===== src/kbi_params.svh =====
`ifndef KBI_PARAMS_SVH
`define KBI_PARAMS_SVH
`define ADDR_STATUS_CONTROL 2'h0
`define ADDR_PIN_ENABLE 2'h1
`define ADDR_POLARITY_SELECT 2'h2
`define BIT_DETECT_MODE 0
`define BIT_IRQ_ENABLE 1
`define BIT_FLAG_ACK 2
`define BIT_EVENT_FLAG 3
`define RESET_BYTE 8'h00
`endif


===== src/kbi_pkg.sv =====
package kbi_pkg;
    typedef logic [7:0] byte_t;
    typedef logic [1:0] reg_addr_t;
endpackage


===== src/pin_sync.sv =====
`timescale 1ns/1ns
module pin_sync
(
    input wire logic clk,
    input wire logic rst,
    input wire logic pin,
    // stable sampled level
    output logic level
);
    logic s1;
    logic s2;
    logic s3;

    always_ff @(posedge clk or posedge rst)
    begin
        if (rst)
        begin
            s1 <= 1'b0;
            s2 <= 1'b0;
            s3 <= 1'b0;
        end
        else
        begin
            s1 <= pin;
            s2 <= s1;
            s3 <= s2;
        end
    end

    // change accepted once second and third stage agree
    always_ff @(posedge clk or posedge rst)
    begin
        if (rst)
            level <= 1'b0;
        else if (s2 == s3)
            level <= s3;
    end
endmodule


===== src/keyboard_interrupt_unit.sv =====
// The implementer's own choices: register access over Avalon-MM and the placing of the registers.
`timescale 1ns/1ns
`include "kbi_params.svh"
module keyboard_interrupt_unit
#(
    parameter int PINS = 8
)
(
    // clock and reset
    input wire logic clk,
    input wire logic rst,
    // avalon-mm slave
    input wire kbi_pkg::reg_addr_t address,
    input wire logic read,
    input wire logic write,
    input wire logic [31:0] writedata,
    output logic [31:0] readdata,
    output logic waitrequest,
    // key inputs
    input wire logic [PINS-1:0] key_input_pin,
    // pull resistor selection, 1 means pulldown
    output logic [PINS-1:0] pull_select_down,
    // interrupt request to the cpu
    output logic irq
);
    import kbi_pkg::*;

    logic [PINS-1:0] pin_enable_reg;
    logic [PINS-1:0] polarity_select_reg;
    logic detect_level_mode;
    logic irq_enable;
    logic event_flag;
    logic [PINS-1:0] synced;
    logic [PINS-1:0] prev_active;
    logic armed;
    logic [PINS-1:0] active;
    logic any_active;
    logic edge_seen;
    logic access_done;
    logic wr_go;
    logic rd_go;
    logic flag_ack;
    logic next_flag;

    genvar g;
    generate
        for (g = 0; g < PINS; g++)
        begin : g_sync
            pin_sync u_pin_sync
            (
                .clk(clk),
                .rst(rst),
                .pin(key_input_pin[g]),
                .level(synced[g])
            );
        end
    endgenerate

    // one wait state per access, then acknowledge for a single cycle;
    // waitrequest is the flop itself so the bus sees a glitch-free output
    always_ff @(posedge clk or posedge rst)
    begin
        if (rst)
            waitrequest <= 1'b1;
        else
            waitrequest <= !((read || write) && waitrequest);
    end
    assign access_done = !waitrequest;
    assign wr_go = write && access_done;
    assign rd_go = read && access_done;

    always_ff @(posedge clk or posedge rst)
    begin
        if (rst)
        begin
            pin_enable_reg <= `RESET_BYTE;
            polarity_select_reg <= `RESET_BYTE;
            detect_level_mode <= 1'b0;
            irq_enable <= 1'b0;
        end
        else if (wr_go)
        begin
            case (address)
                `ADDR_STATUS_CONTROL:
                begin
                    detect_level_mode <= writedata[`BIT_DETECT_MODE];
                    irq_enable <= writedata[`BIT_IRQ_ENABLE];
                end
                `ADDR_PIN_ENABLE: pin_enable_reg <= writedata[PINS-1:0];
                `ADDR_POLARITY_SELECT: polarity_select_reg <= writedata[PINS-1:0];
                default: ;
            endcase
        end
    end

    assign flag_ack = wr_go && (address == `ADDR_STATUS_CONTROL)
        && writedata[`BIT_FLAG_ACK];

    // asserted sense per pin, masked by enable
    assign active = (synced ~^ polarity_select_reg) & pin_enable_reg;
    assign any_active = |active;

    always_ff @(posedge clk or posedge rst)
    begin
        if (rst)
            prev_active <= '0;
        else
            prev_active <= active;
    end

    // rearm only once every enabled input is deasserted
    always_ff @(posedge clk or posedge rst)
    begin
        if (rst)
            armed <= 1'b0;
        else if (!any_active)
            armed <= 1'b1;
        else if (edge_seen)
            armed <= 1'b0;
    end

    // deasserted then asserted on consecutive cycles
    assign edge_seen = armed && |(active & ~prev_active);

    // set wins over acknowledge
    always_comb
    begin
        next_flag = event_flag;
        if (flag_ack && (!detect_level_mode || !any_active))
            next_flag = 1'b0;
        if (edge_seen)
            next_flag = 1'b1;
        if (detect_level_mode && any_active)
            next_flag = 1'b1;
    end

    always_ff @(posedge clk or posedge rst)
    begin
        if (rst)
            event_flag <= 1'b0;
        else
            event_flag <= next_flag;
    end

    always_ff @(posedge clk or posedge rst)
    begin
        if (rst)
            irq <= 1'b0;
        else
            irq <= next_flag && irq_enable;
    end

    always_ff @(posedge clk or posedge rst)
    begin
        if (rst)
            pull_select_down <= '0;
        else
            pull_select_down <= polarity_select_reg;
    end

    always_ff @(posedge clk or posedge rst)
    begin
        if (rst)
            readdata <= '0;
        else if (read && !access_done)
        begin
            case (address)
                `ADDR_STATUS_CONTROL: readdata <= {28'h0000000, event_flag, 1'b0,
                    irq_enable, detect_level_mode};
                `ADDR_PIN_ENABLE: readdata <= {{(32-PINS){1'b0}}, pin_enable_reg};
                `ADDR_POLARITY_SELECT: readdata <= {{(32-PINS){1'b0}}, polarity_select_reg};
                default: readdata <= '0;
            endcase
        end
    end

    property p_edge_sets_flag;
        @(posedge clk) disable iff (rst) edge_seen |=> event_flag;
    endproperty
    a_edge_sets_flag: assert property (p_edge_sets_flag) else $error("edge lost");

    property p_level_holds;
        @(posedge clk) disable iff (rst) (detect_level_mode && any_active) |=> event_flag;
    endproperty
    a_level_holds: assert property (p_level_holds) else $error("level lost");

    property p_ack_edge;
        @(posedge clk) disable iff (rst)
            (flag_ack && !detect_level_mode && !edge_seen) |=> !event_flag;
    endproperty
    a_ack_edge: assert property (p_ack_edge) else $error("ack failed");

    property p_ack_level;
        @(posedge clk) disable iff (rst)
            (flag_ack && detect_level_mode && !any_active && !edge_seen) |=> !event_flag;
    endproperty
    a_ack_level: assert property (p_ack_level) else $error("ack failed");

    property p_flag_cause;
        @(posedge clk) disable iff (rst)
            $rose(event_flag) |-> $past(edge_seen) || ($past(detect_level_mode) && $past(any_active));
    endproperty
    a_flag_cause: assert property (p_flag_cause) else $error("flag uncaused");

    property p_irq_gate;
        @(posedge clk) disable iff (rst) irq == (event_flag && $past(irq_enable));
    endproperty
    a_irq_gate: assert property (p_irq_gate) else $error("irq gate");

    property p_no_rearm;
        @(posedge clk) disable iff (rst) edge_seen |=> !edge_seen;
    endproperty
    a_no_rearm: assert property (p_no_rearm) else $error("rearmed");

    property p_disabled;
        @(posedge clk) disable iff (rst) edge_seen |-> |pin_enable_reg;
    endproperty
    a_disabled: assert property (p_disabled) else $error("disabled edge");

    property p_wait;
        @(posedge clk) disable iff (rst) (read || write) |-> ##[0:1] !waitrequest;
    endproperty
    a_wait: assert property (p_wait) else $error("no answer");

    // bus timing and readback checks
    property p_ack_single;
        @(posedge clk) disable iff (rst) !waitrequest |=> waitrequest;
    endproperty
    a_ack_single: assert property (p_ack_single) else $error("long acknowledge");

    property p_ack_zero;
        @(posedge clk) disable iff (rst)
            (rd_go && address == `ADDR_STATUS_CONTROL) |-> !readdata[`BIT_FLAG_ACK];
    endproperty
    a_ack_zero: assert property (p_ack_zero) else $error("ack bit read");

    property p_mode_read;
        @(posedge clk) disable iff (rst) (rd_go && address == `ADDR_STATUS_CONTROL)
            |-> readdata[`BIT_DETECT_MODE] == detect_level_mode;
    endproperty
    a_mode_read: assert property (p_mode_read) else $error("mode readback");

    property p_read_enable;
        @(posedge clk) disable iff (rst)
            (rd_go && address == `ADDR_PIN_ENABLE) |-> readdata[PINS-1:0] == pin_enable_reg;
    endproperty
    a_read_enable: assert property (p_read_enable) else $error("enable readback");

    property p_read_pol;
        @(posedge clk) disable iff (rst) (rd_go && address == `ADDR_POLARITY_SELECT)
            |-> readdata[PINS-1:0] == polarity_select_reg;
    endproperty
    a_read_pol: assert property (p_read_pol) else $error("polarity readback");

    property p_read_upper;
        @(posedge clk) disable iff (rst) rd_go |-> readdata[31:PINS] == '0;
    endproperty
    a_read_upper: assert property (p_read_upper) else $error("upper bits set");

    // detection, acknowledge, request and pull select checks
    property p_ack_blocked;
        @(posedge clk) disable iff (rst)
            (flag_ack && detect_level_mode && any_active) |=> event_flag;
    endproperty
    a_ack_blocked: assert property (p_ack_blocked) else $error("ack not blocked");

    property p_flag_write;
        @(posedge clk) disable iff (rst)
            (wr_go && !flag_ack && !edge_seen && !(detect_level_mode && any_active))
            |=> $stable(event_flag);
    endproperty
    a_flag_write: assert property (p_flag_write) else $error("flag written");

    property p_edge_mode;
        @(posedge clk) disable iff (rst)
            (!detect_level_mode && !edge_seen) |=> !$rose(event_flag);
    endproperty
    a_edge_mode: assert property (p_edge_mode) else $error("flag without edge");

    property p_no_enable;
        @(posedge clk) disable iff (rst)
            (pin_enable_reg == '0 && !flag_ack) |=> $stable(event_flag);
    endproperty
    a_no_enable: assert property (p_no_enable) else $error("flag while disabled");

    property p_rearm;
        @(posedge clk) disable iff (rst) (!armed && !any_active) |=> armed;
    endproperty
    a_rearm: assert property (p_rearm) else $error("not rearmed");

    property p_irq_follows;
        @(posedge clk) disable iff (rst) (irq_enable && edge_seen) |=> irq;
    endproperty
    a_irq_follows: assert property (p_irq_follows) else $error("irq missing");

    property p_irq_masked;
        @(posedge clk) disable iff (rst) !irq_enable |=> !irq;
    endproperty
    a_irq_masked: assert property (p_irq_masked) else $error("irq not masked");

    property p_pull_follow;
        @(posedge clk) disable iff (rst) pull_select_down == $past(polarity_select_reg);
    endproperty
    a_pull_follow: assert property (p_pull_follow) else $error("pull select");

    // main scenarios reached by the bench
    c_edge: cover property (@(posedge clk) disable iff (rst) edge_seen);
    c_level: cover property (@(posedge clk) disable iff (rst) detect_level_mode && any_active);
    c_ack: cover property (@(posedge clk) disable iff (rst) flag_ack && event_flag);
    c_read: cover property (@(posedge clk) disable iff (rst) rd_go);
    c_blocked: cover property (@(posedge clk) disable iff (rst)
        flag_ack && detect_level_mode && any_active);
endmodule


===== config.mk =====
export PLATFORM = sky130hd
export DESIGN_NAME = keyboard_interrupt_unit
export DESIGN_NICKNAME = d
export VERILOG_FILES = /design/src/kbi_pkg.sv /design/src/pin_sync.sv /design/src/keyboard_interrupt_unit.sv
export VERILOG_INCLUDE_DIRS = /design/src /design/src/src
export SDC_FILE = /design/constraint.sdc
export NUM_CORES = 1
export LEC_CHECK = 0
export ABC_AREA = 1
export BUFFER_PORTS_ARGS = -buffer_cell sky130_fd_sc_hd__buf_2
export CAP_MARGIN = 30
export CORE_ASPECT_RATIO = 1.1
export CORE_UTILIZATION = 51
export CTS_CLUSTER_SIZE = 14
export DETAILED_ROUTE_END_ITERATION = 10
export PLACE_DENSITY = 0.75
export SLEW_MARGIN = 25
export SYNTH_ARGS = -nofsm -noshare
export SYNTH_HDL_FRONTEND = slang
export SYNTH_SLANG_ARGS = --single-unit

===== constraint.sdc =====
create_clock -name clk -period 2.9 [get_ports clk]
set_input_delay 0.29 -clock clk [delete_from_list [all_inputs] [get_ports clk]]
set_output_delay 0.29 -clock clk [all_outputs]
set_load 0.005 [all_outputs]

== Word level (Yosys, flattened, before mapping) ==
Cells that the tools add are included.
Widths: inputs -> output; s select.

* Add/sub/neg operators: 0
* Multipliers: 0
* Divide/modulo/power cells: 0
* $lt $le $gt $ge: 0
* Equality and inequality tests: 11
* Shifts and indexed selects: 0
* Muxes and demuxes: 6
* Bitwise gates (word level): 4
* Reduce and logical (&&, ||, !) cells: 21

{| class="wikitable"
|+ Operator list
! operator !! number
|-
| $pmux 8 s3 || 1
|-
| $and 8x8->8 || 2
|-
| $reduce_or 8->1 || 2
|-
| $logic_and 1x1->1 || 9
|-
| $eq 1x1->1 || 8
|-
| $not 8->8 || 1
|-
| $xnor 8x8->8 || 1
|-
| $reduce_and 2->1 || 3
|-
| $mux 1 || 5
|-
| $logic_not 1->1 || 4
|-
| $eq 2x1->1 const B || 1
|-
| $eq 2x2->1 const B || 1
|-
| $logic_not 2->1 || 1
|-
| $logic_or 1x1->1 || 2
|-
| $ne 2x1->1 const B || 1
|}

* Register bits: 102
* Bits in latches: 0
* Memory bits (writable): 0
* Memory bits (read-only): 0
* Logic and storage cells: 85
* Memories: 0

== Depth between registers and ports, before layout ==
* Depth after elaboration: 10
* Depth in mapped cells: 8

== Hierarchy ==
Synthesis repeated with hierarchy kept, for this count alone.

* Cell total of the unflattened synthesis: 322
* Area total of the unflattened synthesis: 3178.0 sq um

{| class="wikitable"
|+ Modules (own cells, without submodules)
! module !! times used !! cells each !! area each (sq um) !! seq. area each (sq um)
|-
| keyboard_interrupt_unit || 1 || 250 || 2217.1 || 1152.4
|-
| pin_sync || 8 || 9 || 120.1 || 100.1
|}

== Worst setup path before layout ==
No wires, ideal clock.

* Path type: register -> register
* From: register polarity_select_reg[0]
* To: register irq
* Setup time: 124 ps
* Arrival time: 986 ps
* Path slack: 1790 ps
* Stages on the path, launching flop included: 9
* Period minus slack after synthesis: 1110 ps
* Cells stage by stage: dfrtp_1 inv_1 nand2_1 nand3_1 nand2_1 nor2_1 nand2_1 a21oi_2 a21oi_1

* Longest elaborated chain between the ends: 10
* Elaborated cells between the ends (all ways): 14
* Those cells by class: 3 x mux; 3 x bitwise; 8 x reduce/logical

{| class="wikitable"
|+ Ends and longest elaborated chain
! element !! RTL line !! RTL
|-
| start, declared || keyboard_interrupt_unit.sv:29 || <nowiki>logic [PINS-1:0] polarity_select_reg;</nowiki>
|-
| start signal, assigned || keyboard_interrupt_unit.sv:77 || <nowiki>polarity_select_reg <= `RESET_BYTE;</nowiki>
|-
| start signal, assigned || keyboard_interrupt_unit.sv:90 || <nowiki>`ADDR_POLARITY_SELECT: polarity_select_reg <= writedata[PINS-1:0];</nowiki>
|-
| $xnor 8x8->8 (*) || keyboard_interrupt_unit.sv:100 || <nowiki>assign active = (synced ~^ polarity_select_reg) & pin_enable_reg;</nowiki>
|-
| $and 8x8->8 (*) || keyboard_interrupt_unit.sv:100 ||
|-
| $reduce_or 8->1 || keyboard_interrupt_unit.sv:101 || <nowiki>assign any_active = |active;</nowiki>
|-
| $logic_not 1->1 || keyboard_interrupt_unit.sv:129 || <nowiki>if (flag_ack && (!detect_level_mode || !any_active))</nowiki>
|-
| $logic_or 1x1->1 || keyboard_interrupt_unit.sv:129 ||
|-
| $logic_and 1x1->1 || keyboard_interrupt_unit.sv:129 ||
|-
| $mux 1 || keyboard_interrupt_unit.sv:129 ||
|-
| $mux 1 || keyboard_interrupt_unit.sv:131 || <nowiki>if (edge_seen)</nowiki>
|-
| $mux 1 (*) || keyboard_interrupt_unit.sv:133 || <nowiki>if (detect_level_mode && any_active)</nowiki>
|-
| $logic_and 1x1->1 (*) || keyboard_interrupt_unit.sv:150 || <nowiki>irq <= next_flag && irq_enable;</nowiki>
|-
| end signal, assigned || keyboard_interrupt_unit.sv:150 ||
|-
| end, declared || keyboard_interrupt_unit.sv:24 || <nowiki>output logic irq</nowiki>
|}

Every way passes the cells marked *; elsewhere a longest branch is shown, timed or not.
A chain may end at the register's enable or synchronous reset.

== Worst setup path after layout ==
* From: register waitrequest
* To: output waitrequest

{| class="wikitable"
|+ RTL lines
! element !! RTL line !! RTL
|-
| start, declared || keyboard_interrupt_unit.sv:18 || <nowiki>output logic waitrequest,</nowiki>
|-
| start signal, assigned || keyboard_interrupt_unit.sv:66 || <nowiki>waitrequest <= !((read || write) && waitrequest);</nowiki>
|}

No word-level cell between the ends.

==> impl_results.md <==
- Fin crit period: 1.32 ns
- PD cells: 754 nW/um^2
- WL/cell: 12.0 um
- Synth area leader: dfrtp_1
- Synth warn: 0
- Post-placement cell count: 405
- # rows: 29
- Htree depth: 3
- Diode count: 0
- CTS tree: built
- Router iterations before antenna repair: 4
- Post-Synth Adder-Cell Area: 0.0257
- Worst path max stage delay: 0.57 ns
- Largest net degree at the start of global routing: 48
- Min-delay worst type: primary input to async pin
- Layout cells sized above 1: 0.256
- Clk root buf: clkbuf_8
- Most frequent cells in the layout: dfrtp_1, nand2_1, inv_1, buf_2, conb_1
- Number of global-route vias before repair: 1898
- Total track usage: 0.178
- Max cap viols: 0
- FF-to-FF Start: polarity_select_reg[6]
- RSZ-0062 raised after global routing: false
- Critical Path End Type: primary output
- Yosys reg bits: 78
- CP max stage cell: dfstp_2
- Crit. Startpoint: waitrequest
- Mean post-synth cell area: 10.7 um^2
- Area contributors post-synth: dfrtp_1, nand2_1, buf_4
- Critical path class: flop to primary output
- First-pass GRT wire length: 8.65 mm
- P&R area growth vs syn: 12.7%
- Hold Buf Count CTS: 0
- Tcrit/Tclk final: 0.456
- Setup violations, final: 0
- Slew at the pin with the worst max-slew slack: 0.661 ns
- Die W: 76.5 um
- Initial antenna violation count: 0
- Cells after Synth: 291
- Post-route insts no fill: 421
- Iter 0 DRT Violations: 138
- DP Wirelength: 3.50 mm
- Core box area: 5840 um^2
- Drt total wl: 5.04 mm
- LEAKAGE: 0.00185 uW
- Core Util, Final: 0.600
- Vias per std cell: 4.67
- Port Buffers: 39
- Layout Nets: 385
- CTS sink count: 78
- Setup tns final: 0 ns
- Post-CTS Resized: 0
- Register area share after synthesis: 0.628
- Final Hold Fails: 0
- Via Count: 1964
- Fmax: 0.755 GHz
- # fillers: 497
- Die H: 83.9 um
- Overflow after GRT: 0
- Worst Clk Skew: 0.00961 ns
- Routed Antenna Nets: 0
- Max clock buf depth: 2
- Clock transition at the registers of the reported paths: 0.07 ns
- Fin. max-slew vios: 0
- Worst-path maximum fanout: 4
- IO Count: 88
- GP Congestion: 0.738
- Mux cell area share after synthesis: 0
- CP top delay family: flip-flops
- Slew HR: 0.558
- Peak supply drop: 0.470 mV
- Worst-Skew Late Latency: 0.35 ns
- Largest family of logic cells by synthesized area: simple AND/OR/NAND/NOR gates
- DRC: 0
- Postcts setup bufs: 0
- Post-synth cell types: 26
- CP Buf/Inv Count: 1
- CP required: 2.61 ns
- Final Power: 2640 uW
- Complex-gate fraction of the synthesized area: 0.0841
- Num CTS Buffers: 9
- Outcome: finished, final reports clean
- Commonest non-fill, non-tap cell in the layout: dfrtp_1
- Worst EP arrival: 1.03 ns
- Starting density of the core: 0.532
- Startpoint Class: flop
- Synth Cell Area: 3110 um^2
- DIE AREA: 6420 um^2
- Share of the synthesized area in the top cell type: 0.619
- Simple-Gate Fraction of Synth Area: 0.138
- Xor and xnor area share after synthesis: 0
- Critical path cell sequence: buf_2
==> routing by layer <==
layer,vias up,GRT usage,wire [um],share of wire
met5,-,0,0,0
met4,0,0.0839,103,0.020
met3,12,0.0404,275,0.055
met2,64,0.289,2530,0.50
met1,929,0.226,2120,0.42
li1,959,-,-,-
==> final timing paths <==
| path | slack [ns] | cells after the start | endpoint |
|---|---|---|---|
| max | 1.58 | 1 | waitrequest |
| min | 0.04 | 2 | pin_enable_reg[7] |
| max reg2reg | 1.59 | 8 | irq |
| min reg2reg | 0.35 | 0 | g_sync[5].u_pin_sync.s2 |
| max in group asynchronous | 2.14 | 3 | waitrequest |
| min in group clk | 0.05 | 1 | g_sync[3].u_pin_sync.s1 |
==> cells by family (layout without fill, tap and decap cells) <==
kind of cell	Yosys count	after routing
AND/OR/NAND/NOR	95	95
flip-flops	78	78
adder cells (fa/ha/maj)	8	8
other	1	24
AO/OA/AOI/OAI	36	36
buffers and inverters	73	103
==> area by class of cell <==
cell class	count	area, um^2	area share
flip-flops and latches	78	1950	0.557
well taps	77	96.3	0.0275
clock inverters	4	45.0	0.0128
repair buffers	40	215	0.0614
clock buffers	12	155	0.0443
inverters	47	179	0.0510
multi-input cells	163	862	0.246
==> stage by stage <==
stage / cell area (um^2) / worst slack [ns] / hold WS [ns]
global placement: 3310 / 1.63 / 0.332
floorplan: 3200 / 0.617 / 0.321
CTS: 3510 / 1.56 / 0.0332
global route: 3510 / 1.45 / 0.0298
finish: 3510 / 1.58 / 0.0367
detailed placement: 3310 / 1.60 / 0.335
==> Yosys cell counts, drive strengths merged <==
cell type / n
a31oi: 5
o21ai: 26
inv: 46
dfrtp: 77
buf: 26
conb: 1
nand3: 9
nand4: 7
maj3: 8
nand2: 66
dfstp: 1
nor2: 13
clkinv: 1
a21oi: 4
a221oi: 1
==> power breakdown <==
group	leakage (uW)	switching [uW]	internal, uW	total (uW)
sequential	0.000949	122	1270	1390
combinational	0.000791	256	186	442
clock	0.000106	369	441	810
total	0.00185	747	1900	2640
No activity file was read; power rests on OpenSTA's default activity.
